--- src/design/gpvi_pkg.sv ---
// Purpose: Shared constants and types for the grouped priority vector interrupt block
// Assumes: 100 MHz reference clock, 24 source slots (slot 23 unused)
// Notes:   Vector addresses are 16-bit program addresses
package gpvi_pkg;

  // ------------------------------------------------------------
  // Sizes
  // ------------------------------------------------------------
  localparam int unsigned NUM_SRC    = 24;
  localparam int unsigned NUM_GROUPS = 6;
  localparam int unsigned IDX_W      = 5;
  localparam int unsigned VEC_W      = 16;

  // ------------------------------------------------------------
  // Vectors, slots, reset values
  // ------------------------------------------------------------
  localparam logic [VEC_W-1:0] RESET_VECTOR = 16'h0000;
  localparam logic [VEC_W-1:0] VECTOR_BASE  = 16'h0003;
  localparam int unsigned      VECTOR_SHIFT = 3;
  localparam logic [IDX_W-1:0] LAST_SLOT    = 5'h16;
  localparam logic [IDX_W-1:0] CONVERTER_SLOT      = 5'h06;
  localparam logic [IDX_W-1:0] WATCHDOG_SLOT       = 5'h15;
  localparam logic [IDX_W-1:0] INTERVAL_TIMER_SLOT = 5'h16;
  localparam logic [5:0]       ENABLE_RESET   = 6'h00;
  localparam logic [5:0]       PRIORITY_RESET = 6'h00;
  localparam logic [4:0]       ENABLE_D_RESET = 5'h00;

  // ------------------------------------------------------------
  // Types
  // ------------------------------------------------------------
  typedef struct packed {
    logic [5:0] enable_reg_a;
    logic [5:0] enable_reg_b;
    logic [5:0] enable_reg_c;
    logic [4:0] enable_reg_d;
    logic [5:0] priority_low_bits;
    logic [5:0] priority_high_bits;
  } gpvi_cfg_s;

  typedef struct packed {
    logic             valid;
    logic [IDX_W-1:0] source;
    logic [VEC_W-1:0] vector;
    logic [1:0]       level;
  } gpvi_req_s;

  typedef enum logic [1:0] {
    GPVI_IDLE,
    GPVI_OFFER
  } gpvi_state_e;

endpackage

--- src/design/gpvi_controller.sv ---
// Purpose: Grouped priority vector interrupt controller for an 8-bit core
// Assumes: Sources are synchronous to ref_clk_in, the reset pin is not; CPU answers with a pulse
// Notes:   Resolution is fully combinational, the offer to the CPU is registered
`timescale 1ns/1ns

// What this block does
// - Six groups; group k holds sources k, k+6, k+12, k+18, but group 5 only 5, 11, 17; lowest source wins a level tie.
// - Group level is two bits, one from each priority register at the group position.
// - A higher-level pending request is offered before a lower-level one.
// - Ties broken by fixed source order; reset first, then lower source number wins.
// - CPU long-calls the vector of the winning source on accept.
// - Vectors: reset 0000H, source 0 at 0003H, then 8 bytes apart to 00B3H.
// - Reset is non-maskable; four enable registers gate sources 0 to 22.
// - Fixed slot assignment of pins, converter, line, timers, siren, serial, watchdog.
// - Global enable low blocks every maskable request; high defers to per-source enables.
// - Global enable clears on vector entry and sets again on return-from-irq.
// - Four levels with nesting; only a higher level preempts running service.
// - Request to vector entry latency lies within 3 to 9 machine cycles.
module gpvi_controller (
  input  wire logic                        ref_clk_in,
  input  wire logic                        reset_n_in,
  input  wire logic [gpvi_pkg::NUM_SRC-2:0] irq_request_in,
  input  wire logic                        hardware_reset_pin_in,
  input  wire gpvi_pkg::gpvi_cfg_s         cfg_in,
  input  wire logic                        global_irq_enable_set_in,
  input  wire logic                        global_irq_enable_clr_in,
  input  wire logic                        long_call_accept_in,
  input  wire logic                        return_from_irq_in,
  output logic                             irq_offer_out,
  output logic [gpvi_pkg::VEC_W-1:0]       irq_vector_out,
  output logic [gpvi_pkg::IDX_W-1:0]       irq_source_out,
  output logic [gpvi_pkg::NUM_SRC-2:0]     irq_ack_out,
  output logic                             global_irq_enable_out,
  output logic [1:0]                       active_level_out,
  output logic                             in_service_out
);
  import gpvi_pkg::*;

  // ------------------------------------------------------------
  // Masking and per-source level
  // ------------------------------------------------------------
  logic [NUM_SRC-2:0] src_enable;
  logic [NUM_SRC-2:0] src_live;
  logic [1:0]         src_level [NUM_SRC-1];
  logic               global_irq_enable;
  logic [3:0]         level_in_service;
  logic               reset_req_q;

  assign src_enable = {cfg_in.enable_reg_d, cfg_in.enable_reg_c,
                       cfg_in.enable_reg_b, cfg_in.enable_reg_a};

  genvar g;
  generate
    for (g = 0; g < NUM_SRC - 1; g++) begin : g_src
      // Group of slot g is g mod 6
      assign src_level[g] = {cfg_in.priority_high_bits[g % NUM_GROUPS],
                             cfg_in.priority_low_bits[g % NUM_GROUPS]};
      assign src_live[g] = irq_request_in[g] & src_enable[g] & global_irq_enable;
    end
  endgenerate

  // ------------------------------------------------------------
  // Winner selection
  // ------------------------------------------------------------
  // Scanning from the highest slot down lets the lowest number win on a tie
  logic             win_valid;
  logic [IDX_W-1:0] win_src;
  logic [1:0]       win_level;
  logic [1:0]       svc_top;

  always_comb begin
    svc_top = 2'h0;
    for (int l = 0; l < 4; l++) begin
      if (level_in_service[l]) begin
        svc_top = 2'(l);
      end
    end
  end

  always_comb begin
    win_valid = 1'b0;
    win_src   = '0;
    win_level = 2'h0;
    for (int s = NUM_SRC - 2; s >= 0; s--) begin
      if (src_live[s] && (!win_valid || src_level[s] >= win_level)) begin
        win_valid = 1'b1;
        win_src   = IDX_W'(s);
        win_level = src_level[s];
      end
    end
  end

  // Nesting: a request competes only above the highest level now in service
  logic win_allowed;
  assign win_allowed = win_valid &&
                       ((level_in_service == 4'h0) || (win_level > svc_top));

  // ------------------------------------------------------------
  // Hardware reset pin synchroniser and request capture
  // ------------------------------------------------------------
  // Three stages; a level counts once stages two and three agree, which drops glitches
  // Limitation: a pin pulse not high at two successive rising edges is never seen
  logic [2:0] hrst_sync;
  logic       hrst_seen;

  always_ff @(posedge ref_clk_in or negedge reset_n_in) begin
    if (!reset_n_in) begin
      hrst_sync <= 3'h0;
    end else begin
      hrst_sync <= {hrst_sync[1:0], hardware_reset_pin_in};
    end
  end

  always_ff @(posedge ref_clk_in or negedge reset_n_in) begin
    if (!reset_n_in) begin
      hrst_seen <= 1'b0;
    end else if (hrst_sync[1] == hrst_sync[2]) begin
      hrst_seen <= hrst_sync[2];
    end
  end

  // Latched so the reset vector wins even if the pin pulse is short
  always_ff @(posedge ref_clk_in or negedge reset_n_in) begin
    if (!reset_n_in) begin
      reset_req_q <= 1'b0;
    end else if (hrst_seen) begin
      reset_req_q <= 1'b1;
    end else if (long_call_accept_in && irq_offer_out && irq_vector_out == RESET_VECTOR) begin
      reset_req_q <= 1'b0;
    end
  end

  // ------------------------------------------------------------
  // Offer register
  // ------------------------------------------------------------
  // One register stage keeps request-to-offer at one clock, well inside the latency window
  logic             next_offer;
  logic [VEC_W-1:0] next_vector;
  logic [IDX_W-1:0] next_source;
  logic             taking;

  assign taking = long_call_accept_in & irq_offer_out;

  always_comb begin
    next_offer  = 1'b0;
    next_vector = RESET_VECTOR;
    next_source = '0;
    // A taken offer always falls for one cycle, the reset vector too
    if (reset_req_q && !taking) begin
      next_offer = 1'b1;
    end else if (win_allowed && !taking) begin
      next_offer  = 1'b1;
      next_source = win_src;
      next_vector = VECTOR_BASE + VEC_W'({win_src, 3'b000});
    end
  end

  always_ff @(posedge ref_clk_in or negedge reset_n_in) begin
    if (!reset_n_in) begin
      irq_offer_out  <= 1'b0;
      irq_vector_out <= RESET_VECTOR;
      irq_source_out <= '0;
    end else begin
      irq_offer_out  <= next_offer;
      irq_vector_out <= next_vector;
      irq_source_out <= next_source;
    end
  end

  // Acknowledge clears the served source's pending flag in the peripheral
  always_ff @(posedge ref_clk_in or negedge reset_n_in) begin
    if (!reset_n_in) begin
      irq_ack_out <= '0;
    end else begin
      irq_ack_out <= '0;
      if (taking && irq_vector_out != RESET_VECTOR) begin
        irq_ack_out[irq_source_out] <= 1'b1;
      end
    end
  end

  // ------------------------------------------------------------
  // Global enable
  // ------------------------------------------------------------
  // Vector entry beats a software set in the same cycle, so entry is never reopened early
  always_ff @(posedge ref_clk_in or negedge reset_n_in) begin
    if (!reset_n_in) begin
      global_irq_enable <= 1'b0;
    end else if (taking || hrst_seen) begin
      global_irq_enable <= 1'b0;
    end else if (return_from_irq_in || global_irq_enable_set_in) begin
      global_irq_enable <= 1'b1;
    end else if (global_irq_enable_clr_in) begin
      global_irq_enable <= 1'b0;
    end
  end

  always_ff @(posedge ref_clk_in or negedge reset_n_in) begin
    if (!reset_n_in) begin
      global_irq_enable_out <= 1'b0;
    end else begin
      global_irq_enable_out <= global_irq_enable;
    end
  end

  // ------------------------------------------------------------
  // In-service levels for nesting
  // ------------------------------------------------------------
  logic [1:0] offer_level;
  assign offer_level = src_level[irq_source_out];

  always_ff @(posedge ref_clk_in or negedge reset_n_in) begin
    if (!reset_n_in) begin
      level_in_service <= 4'h0;
    end else if (hrst_seen || (taking && irq_vector_out == RESET_VECTOR)) begin
      level_in_service <= 4'h0;
    end else if (taking) begin
      level_in_service[offer_level] <= 1'b1;
    end else if (return_from_irq_in) begin
      level_in_service[svc_top] <= 1'b0;
    end
  end

  always_ff @(posedge ref_clk_in or negedge reset_n_in) begin
    if (!reset_n_in) begin
      active_level_out <= 2'h0;
      in_service_out   <= 1'b0;
    end else begin
      active_level_out <= svc_top;
      in_service_out   <= (level_in_service != 4'h0);
    end
  end

endmodule // gpvi_controller

--- config.mk ---
export PLATFORM = sky130hd
export DESIGN_NAME = gpvi_controller
export DESIGN_NICKNAME = d
export VERILOG_FILES = /design/src/design/gpvi_pkg.sv /design/src/design/gpvi_controller.sv
export SDC_FILE = /design/constraint.sdc
export NUM_CORES = 1
export LEC_CHECK = 0
export ABC_AREA = 1
export BUFFER_PORTS_ARGS = -buffer_cell sky130_fd_sc_hd__clkbuf_2
export CAP_MARGIN = 20
export CELL_PAD_IN_SITES_DETAIL_PLACEMENT = 1
export CELL_PAD_IN_SITES_GLOBAL_PLACEMENT = 2
export CORE_ASPECT_RATIO = 2
export CORE_MARGIN = 4
export CORE_UTILIZATION = 29
export CTS_CLUSTER_DIAMETER = 100
export DETAILED_ROUTE_END_ITERATION = 10
export PLACE_DENSITY_LB_ADDON = 0.1
export SYNTH_ARGS = -nofsm -noshare
export SYNTH_HDL_FRONTEND = slang
export SYNTH_SLANG_ARGS = --single-unit
--- constraint.sdc ---
create_clock -name ref_clk_in -period 25.9 [get_ports ref_clk_in]
set_input_delay 1.295 -clock ref_clk_in [delete_from_list [all_inputs] [get_ports ref_clk_in]]
set_output_delay 1.295 -clock ref_clk_in [all_outputs]
set_load 0.005 [all_outputs]
==> results summary, run 1 <==
The flow ran to the end, and the final reports show no timing, DRC or antenna violations. The worst setup skew after layout came out at 3.36 ps. The maximum level of the CTS H-tree came out at 2.

The total number of vias is 4,468. For met1 alone, demand over resource in global routing was 16.9%. The shortest period the worst path allows came out at 23,190 ps. The area of the mapped netlist is 0.00421 sq mm. TritonCTS built the clock tree.

The number of distinct library cells after synthesis came out at 33. The number of port buffers came out at 104. The maximum fanout encountered on the critical timing path is 6. After detailed placement, the total cell area comes to 0.00487 sq mm. In this run the critical register-to-register path is launched from global_irq_enable. The insertion delay of the later-clocked pin in the worst-skew pair is 290 ps. Data arrives at the worst endpoint at 23,390 ps. The area share of fa/ha/maj cells after synthesis came out at 9.75%. By instance count, the cell type seen most on the critical path is nand2_1. The number of diodes added for antenna fixing came out at 0. The share of the clock period used by the worst path after layout is 89.5%. The total number of placement rows came out at 62.

After layout, the design draws a total of 0.324 mW. Across the VDD grid, the largest voltage drop is 0.0232 mV. After detailed routing, the number of vias per cell comes to 4.82. The delay of the slowest cell on the worst path is 320 ps.

The reported leakage power came out at 2.95 nW. The first global-routing pass estimated 23,200 um of wire. For this design, the slowest cell found on the critical path is ha_1. The register cell area after layout came out at 0.00110 sq mm.

The total count of hold-check failures in the final report came out at 0. The cell count of the worst hold path came out at 0. The fmax came out at 43.1 MHz. In the layout the commonest cells are nand2_1, clkbuf_2, inv_1. The kind of path behind the tightest hold check is reg2reg.

The number of flip-flops and latches in the synthesized netlist is 44. The critical path starts at cfg_in[4]. The initial antenna violation count came out at 0. The combined area of the multi-input logic cells is 0.00266 sq mm.

The fraction of synthesized area in multiplexers is 0%. The area inside the core boundary is 0.0143 sq mm. The number of top-level pins came out at 114.

The via count of the first global-routing pass came out at 4,647. The final layout contains routed wiring with a total length of 14,700 um. Ranked by total cell area, the synthesized netlist is headed by dfrtp_1, nand2_1, ha_1. Leaving out fill and tap cells, the most frequent cell in the layout is nand2_1. The worst setup path is captured at a flip-flop.

Summed over all instances, the cell type with the most area after synthesis is dfrtp_1. The number of optimization iterations in the first detailed-route pass came out at 4. The count of pins over their slew limit is 0. The area growth from synthesis to layout is 21.9%. STA classifies the critical path startpoint as an input pin. The gate family responsible for the most delay along the worst path is simple AND/OR/NAND/NOR gates. The async set or reset register ratio after synthesis is 100%. The max-cap check violation count is 0. The initial utilization of the core area, before any placement, comes to 29.5%. Dividing the detail-routed wire length by the instance count gives 15.9 um. The met2 capacity usage during global routing is 39.1%. The number of remaining DRC errors came out at 0.

The total CTS buffers is 5. At the worst endpoint, the required time is 26,100 ps. The synthesized area divided by synthesized cell count is 6.71 sq um. Among all flip-flop cells after synthesis, the most frequent one is dfrtp_1. The post-route netlist has 27.3% of its cells at a drive strength greater than 1. Counting the fill cells in the layout gives 1,919. The type of the worst setup path is in2reg. The root buffer cell is clkbuf_16. The residual overflow from global routing is 0. The worst relative slew slack is 60.1%.

The Yosys warning count is 0. The most used routing layer is met2. After synthesis, the largest family of logic cells by area is simple AND/OR/NAND/NOR gates. The final design instance area without fill is 0.00513 sq mm. At the pin with the least slew margin, the transition time is 592 ps. Synthesis produced a netlist whose cell count is 627. The number of buffers inserted for hold repair after clock tree synthesis is 0. The detailed placement HPWL is 12,500 um. The area share of the largest cell type after synthesis is 26.2%. The aggregate global-route resource usage came out at 18.2%.

The worst-case reg-to-reg path depth is 177. The clock tree buffer depth came out at 2. The number of DRC markers in iteration 0 came out at 119. The total die area is 0.0166 sq mm. The complex-gate fraction of the synthesized area came out at 10.4%. The routability congestion estimate came out at 0.821.

In this run the power density over the cells is 63.1 mW/mm^2. The source of the worst hold timing path is hrst_sync[0]. The residual antenna-violating net count after detailed routing is 0. The xor/xnor cell area share of the yosys netlist came out at 0%. Measured along the x axis, the die boundary spans 93.2 um. For hold timing, the worst endpoint is hrst_sync[1].

The end of the worst register-to-register path is irq_source_out[2]. Summing the areas of all and, or, nand and nor instances in the mapped netlist gives 41.3% of the synthesized area. The number of flops mapped to enable cells by yosys is 0.

The pin count of the biggest net entering global routing came out at 45. In this run the vertical extent of the chip is 178 um. The number of nets in the layout came out at 831. The reg2reg setup slack is 3240 ps.

Setup violations remaining at the end of the flow were counted as 0. The combined buffer and inverter count along the critical path came out at 25. The fraction of met3 tracks used by global routing came out at 1.22%. The post-synthesis sequential area ratio came out at 26.2%. The clock sink count came out at 44. In this run the number of cells on the critical path is 177. The clock edge transition at the registers on the reported setup and hold paths is 60 ps.
==> metal layers <==
metal / vias up / wire length (um)
met3: 20 / 359
met1: 2148 / 4970
met4: 0 / 438
met5: - / 0
li1: 2214 / -
met2: 86 / 8970
==> through the flow <==
step	TNS [ps]	worst slack [ps]	util [%]	std cells	hold WS, ps
2_1_floorplan	0	5330	-	635	331
3_3_place_gp	0	1960	34.1	912	350
5_1_grt	-29.7	-20.3	35.9	927	382
6_report	0	2710	35.9	927	361
3_5_place_dp	0	1300	34.1	912	343
4_1_cts	0	1550	35.2	920	370
==> layout make-up <==
type	count	share of cell area, %
Inverter	102	7.53
Multi-Input combinational cell	469	51.9
Clock inverter	2	0.195
Tap cell	192	4.68
Clock buffer	6	2.71
Sequential cell	44	21.5
Timing Repair Buffer	112	11.6
==> power breakdown <==
group	leakage [nW]	internal, mW	switching (mW)
clock	0.0766	0.0380	0.0261
sequential	0.593	0.0767	0.00812
combinational	2.28	0.0620	0.113
==> flip-flops by register name, indices dropped and copies added (netlist names) <==
name                   cells
level_in_service           4
global_irq_enable_out      1
global_irq_enable          1
hrst_sync                  3
irq_offer_out              1
hrst_seen                  1
irq_vector_out             2
active_level_out           2
irq_ack_out               23
reset_req_q                1
in_service_out             1
irq_source_out             4
==> Yosys cell counts (all sizes together), types with 2 or more instances <==
| library cell | n |
|---|---|
| nand2 | 167 |
| inv | 101 |
| nand3 | 87 |
| nor2 | 58 |
| o21ai | 46 |
| dfrtp | 44 |
| ha | 32 |
| a21oi | 24 |
| buf | 16 |
| nor3 | 15 |
| and2 | 5 |
| nand3b | 5 |
| clkbuf | 4 |
| nand4 | 4 |
| o211ai | 4 |
| nor4 | 3 |
| or2 | 3 |
| a31oi | 2 |
==> kinds of logic (layout without fill, tap and decap cells) <==
group           Yosys count  after routing
flops                    44             44
compound gates           80             80
simple gates            347            347
buf+inv                 122            222
other cells               1              9
fa+ha+maj                33             33
==> what timing repair did <==
action	CTS	global route
buffers inserted	0	6
endpoints found under the setup margin	0	7
gates resized for setup	0	23
==> how the worst max path moves through the flow <==
stage | endpoint | slack [ps]
final | irq_source_out[2] | 2710
after global routing | irq_source_out[2] | -20
after CTS | irq_source_out[3] | 1550
after global placement | irq_source_out[3] | 1960
after detailed placement | irq_source_out[3] | 1300
after floorplan | irq_vector_out[7] | 5330
(Power assumes the default switching activity.)
==> run 2, diff against run 1 <==
Settings changed: CORE_UTILIZATION 29 to 26.
Clock period 25.9 ns to 20.2 ns, I/O delays scaled along.
==> run 2 against run 1 <==
The run now ends with setup timing left. Register-to-register slack worse by 3000 ps. First-iteration DRC count fell by 12%. Non-clock buffer count rose by 196. Cell count increased by 22%. Hold slack improved by 8.1 ps.
==> results summary, run 2 (same netlist as run 1, synthesis figures left out) <==
The worst relative slew slack is 60.1%. The worst-margin pin slew came out at 598 ps. At the end of routability-driven placement, the weighted congestion stood at 0.842. The worst setup margin is -159 ps.

The synthesis-to-layout area growth is 76.2%. The checks that failed: setup timing. The number of DRC markers in iteration 0 is 105. The reported leakage power came out at 4.01 nW. The total die area is 0.0184 sq mm. Clock tree synthesis selected as its root buffer the cell clkbuf_16. Measured along the x axis, the die boundary spans 98.0 um.

The worst voltage drop across the vdd grid is 0.0351 mV. The launching element type of the critical path is an input pin. The largest single stage delay on the critical path is 320 ps. The number of remaining DRC errors is 0. At the later pin of the worst-skew pair, clock insertion delay measures 290 ps. Summing over every cut layer, the via total after detailed routing is 5,367. The share of the clock period used by the worst path after layout came out at 101%. The count of pins over their slew limit came out at 0. In the layout the commonest cells are buf_4, clkbuf_2, nand2_1. The HPWL after detailed placement is 14,400 um.

The total number of placement rows came out at 65. Setup repair after global routing could not meet its margin everywhere. The number of port buffers came out at 104. The fmax came out at 49.1 MHz. The number of setup violations in the final report is 3. The setup TNS is -356 ps. 114 I/O pins were placed. The initial antenna violation count is 0. More flip-flops sit in one register than any other, and that register is irq_ack_out. STA puts the critical path data arrival time at 20,580 ps.

The total CTS buffers is 5. The number of diodes added for antenna fixing is 0. The tightest hold margin came out at 369 ps. The clock edge transition at the registers on the reported setup and hold paths came out at 60 ps. The tool flagged a number of max-cap violations equal to 0.

In the final routed layout, each cell accounts on average for 17.0 um. The initial utilization of the core area, before any placement, comes to 26.5%. Global routing used 19.8% of the available tracks across all layers. The slowest stage of the critical path is the ha_1 cell.

The total routed wirelength is 19,300 um. The largest registers in the layout are irq_ack_out: 23 flops, irq_source_out: 4 flops, level_in_service: 4 flops. The clock tree synthesis step divided the H-tree into 2 levels. The placement-stage cell area is 0.00566 sq mm.

The area inside the core boundary is 0.0159 sq mm. The number of flip-flops under the largest register name came out at 23. The residual antenna-violating net count after detailed routing is 0. The clock tree from TritonCTS is built. The type of the worst setup path is in2reg. By instance count, the cell type seen most on the critical path is nand2_2. Entering global routing, the biggest net connects 45 pins. The residual overflow from global routing is 0.

The first-pass GRT wire length came out at 28,800 um. The power density over the cells came out at 81.4 mW/mm^2. The fraction of final layout cells sized beyond drive strength 1 came out at 57.0%. The net count of the finished layout is 1,027.

The clock tree buffer depth came out at 2. The via count of the first global-routing pass came out at 5,845. The total count of hold-check failures in the final report is 0. The worst setup skew after layout came out at 4.35 ps. The min-delay analysis places its worst path in the category reg2reg. The worst setup path is captured at a flip-flop. The flow ran to the end, but the final reports show violations.

The required time at the endpoint of the critical path came out at 20,420 ps. The most frequent standard cell in the layout excluding fill and tap cells is buf_4. The final design instance area without fill came out at 0.00742 sq mm. The number of optimization iterations in the first detailed-route pass came out at 4. The height of the die is 188 um. The maximum fanout encountered on the critical timing path came out at 5. The via density per instance came out at 4.74. Counting every sink on the clock net gives 44.

The shortest period the worst path allows is 20,360 ps.
## run 2: cell types whose count changed in the layout (fill, tap and decap cells not counted), sizes merged
cell | previous run | this run
buf | 9 | 206
clkbuf | 109 | 107
bufinv | 0 | 1
clkinv | 3 | 2
inv | 100 | 101
## run 2: repair_timing
action | CTS | global route
buffers inserted | 76 | 28
resized for setup | 139 | 84
hold buffers | 0 | 0
pin swaps | 110 | 134
setup endpoints to repair | 7 | 7
## run 2: worst max-delay path, delay by kind of cell
family,cells,cell delay [ps]
buf+inv,26,1750
fa+ha+maj,23,6380
simple gates,84,7120
compound gates,45,4240
## run 2: layout make-up
| type | count | area [sq um] |
|---|---|---|
| timing repair buffer | 308 | 2110 |
| inverter | 102 | 388 |
| sequential | 44 | 1100 |
| fill | 2022 | 8440 |
| tap | 201 | 251 |
| clock inverter | 3 | 42.5 |
| multi-input combinational | 469 | 3400 |
| clock buffer | 5 | 125 |
## run 2: metrics by stage
| stage | power (mW) | cells | utilization [%] | setup WS [ps] |
|---|---|---|---|---|
| 6_report | 0.604 | 1132 | 46.8 | -159 |
| 5_1_grt | 0.650 | 1132 | 46.8 | -1660 |
| 4_1_cts | 0.548 | 1106 | 42.8 | -147 |
| 3_5_place_dp | 0.373 | 1024 | 35.7 | -2560 |
| 3_3_place_gp | 0.364 | 1024 | 35.7 | -1650 |
| 2_1_floorplan | 0.266 | 635 | - | 7.01 |
## run 2: routing by layer
metal  up-vias  global-route usage (%)  part of all wire [%]
met2       120                    42.6                    61
met5         -                       0                     0
li1       2614                       -                     -
met1      2587                    16.7                    31
met4         0                    10.4                   5.3
met3        46                    1.75                   2.7
## run 2: worst paths after layout
check,startpoint,end,slack [ps],depth (start not counted)
max,cfg_in[4],irq_source_out[2],-160,178
min,hrst_sync[0],hrst_sync[1],370,0
max reg2reg,global_irq_enable,irq_source_out[2],210,177
min reg2reg,hrst_sync[0],hrst_sync[1],370,0
max in group asynchronous,reset_n_in,active_level_out[1],19130,2
min in group asynchronous,reset_n_in,irq_ack_out[10],600,1
## run 2: power by group
part	internal [mW]	switching (mW)	leakage, nW
Sequential	0.0983	0.0108	0.593
Combinational	0.192	0.209	3.34
Clock	0.0581	0.0358	0.0798
Total	0.348	0.256	4.01
==> run 3, diff against run 2 <==
Settings changed: SETUP_SLACK_MARGIN set to 0.2.
==> run 3 against run 2 <==
Global-route usage increased by 1.0 points. Clock skew increased by 2.4 ps. Register-to-register slack got worse by 270 ps. Flip-flop and latch count unchanged. Cell count increased by 1.4%. Total power increased by 0.94%. Count of clock-buffer cells in the layout unchanged. The flow still finishes with violations (setup timing). Sequential share of layout area decreased by 0.10 points.
==> results summary, run 3 (same netlist as run 1, synthesis figures left out) <==
Clock-pin slew was measured on the worst setup and hold paths at 60 ps. The critical path is of the in2reg type. The total routed wirelength came out at 20,200 um. STA classifies the critical path endpoint as a flip-flop.

The register with the most flip-flops in the final layout is irq_ack_out. The maximum fanout encountered on the critical timing path is 5. The routability congestion estimate came out at 0.840. At the worst endpoint, the required time is 20,370 ps. Across the VDD grid, the largest voltage drop is 0.0316 mV. The worst setup skew after layout is 6.75 ps.

The worst relative slew slack is 53.9%. The total CTS buffers is 5. The worst register-to-register path begins at global_irq_enable. The total die area is 0.0184 sq mm.

The detailed placement HPWL came out at 14,900 um. The tightest hold margin is 365 ps. The filler cell count in the final layout came out at 2,038.

The total number of placement rows came out at 65. The maximum level of the CTS H-tree came out at 2. The number of setup violations in the final report is 6. The register cell area after layout is 0.00110 sq mm. The number of flip-flops under the largest register name is 23. The checks that failed: setup timing.

The first-pass GRT wire length is 30,200 um. The insertion delay of the later-clocked pin in the worst-skew pair is 300 ps. The source of the worst hold timing path is hrst_sync[0]. Buffers inserted to repair hold after CTS numbered 0. TritonCTS built the clock tree.

The worst-margin pin slew is 691 ps. The residual overflow from global routing is 0. After floorplanning, the core was sized to cover 0.0159 sq mm. In this run the worst setup path begins at cfg_in[9].

0 antenna diodes ended up in the layout. The number of port buffers is 104. In this run the static leakage power is 4.05 nW. Entering global routing, the biggest net connects 45 pins. The fmax is 48.5 MHz. After detailed routing, the average wire length per cell comes to 17.6 um. The delay of the slowest cell on the worst path came out at 310 ps. The initial antenna violation count came out at 0. The worst-case reg-to-reg path depth is 179.

The run finished, with violations left. The number of nets in the layout is 1,043. In the layout the commonest cells are buf_4, clkbuf_2, nand2_1. The clock sink count is 44.

Cells with a size suffix above 1 make up 57.4% of the layout. The total count of hold-check failures in the final report came out at 0. Setup repair after global routing could not meet its margin everywhere. The reg2reg setup slack is -60 ps. The last element of the critical path is irq_vector_out[7]. The number of top-level pins came out at 114. The via count of the first global-routing pass is 6,043. The worst path uses 102% of the clock period. After layout, the minimum clock period comes to 20,620 ps. In this run the power density over the cells is 81.6 mW/mm^2.

By instance count, the cell type seen most on the critical path is nand2_2. The via density per instance is 4.81. For the worst setup path, the data arrival time is 20,780 ps. Summing all placed instances gives a cell area of 0.00564 sq mm. The aggregate global-route resource usage came out at 20.8%.

Across the run, the number of max-cap violations was 0. The height of the die is 188 um. Summing all multi-input logic gate instances after layout gives 0.00333 sq mm. The number of remaining DRC errors is 0. The root buffer cell is clkbuf_16. The end of the worst register-to-register path is irq_vector_out[7]. In this run the remaining antenna-violating nets after routing total 0. The clock tree buffer depth is 2. After the first detailed-routing iteration, the DRC count stood at 85.

The setup TNS came out at -1630 ps. The library cell used most frequently in the layout, excluding fill and tap cells, is buf_4. On the critical path, the stage with the largest delay is an instance of ha_1. In this run the worst hold path is classified as reg2reg.

The count of pins over their slew limit is 0. The launching element type of the critical path is an input pin. The synthesis-to-layout area growth came out at 77.5%.

The worst setup margin came out at -415 ps. The number of optimization iterations in the first detailed-route pass came out at 4. The die extent in x came out at 98.0 um. The total number of vias came out at 5,518.

The final design instance area without fill came out at 0.00747 sq mm. The largest registers in the layout are irq_ack_out: 23 flops, irq_source_out: 4 flops, level_in_service: 4 flops. The initial core utilization is 26.5%.
-- run 3: layer usage --
metal / wire, um / vias to the layer above / global-route usage [%]
met1: 6000 / 2661 / 17.7
met5: 0 / - / 0
met4: 1460 / 0 / 13.7
li1: - / 2649 / -
met2: 12100 / 149 / 43.5
met3: 569 / 59 / 1.56
-- run 3: how the worst min path moves through the flow --
stage | slack, ps | endpoint | cells past startpoint
after floorplan | 330 | hrst_sync[1] | 0
after global placement | 350 | hrst_sync[1] | 0
after detailed placement | 350 | hrst_sync[1] | 0
after CTS | 370 | hrst_sync[1] | 0
after global routing | 380 | hrst_sync[1] | 0
final | 360 | hrst_sync[1] | 0
-- run 3: critical path, delay by kind of cell --
kind                       cells  cell delay [ps]
and+or+nand+nor               79             6690
AOI/OAI and AO/OA             38             3460
adders and majority gates     20             5360
buffers and inverters         42             4270
-- run 3: where the power goes --
part	internal (mW)	leakage, nW	switching [mW]
Clock	0.0467	0.0708	0.0377
Sequential	0.0982	0.593	0.0113
Combinational	0.202	3.38	0.214
Total	0.347	4.05	0.263
-- run 3: stage by stage --
| step | power (mW) | setup WS, ps | std cells | utilization, % |
|---|---|---|---|---|
| final | 0.610 | -415 | 1148 | 47.1 |
| after global routing | 0.653 | -1720 | 1148 | 47.1 |
| after CTS | 0.557 | -373 | 1123 | 43.5 |
| after detailed placement | 0.378 | -2660 | 1022 | 35.6 |
| after global placement | 0.367 | -1660 | 1022 | 35.6 |
| after floorplan | 0.266 | 209 | 635 | - |
-- run 3: what timing repair did --
| item | 4_1_cts | 5_1_grt |
|---|---|---|
| gates resized for setup | 139 | 76 |
| endpoints found under the setup margin | 7 | 7 |
| pin swaps | 125 | 123 |
| buffers inserted | 93 | 24 |
-- run 3: area by class of cell --
| class | count | share of cell area (%) |
|---|---|---|
| Multi-Input combinational cell | 469 | 44.6 |
| Timing Repair Buffer | 324 | 30.1 |
| Sequential cell | 44 | 14.7 |
| Inverter | 102 | 5.23 |
| Tap cell | 201 | 3.37 |
| Clock buffer | 5 | 1.68 |
| Clock inverter | 3 | 0.335 |
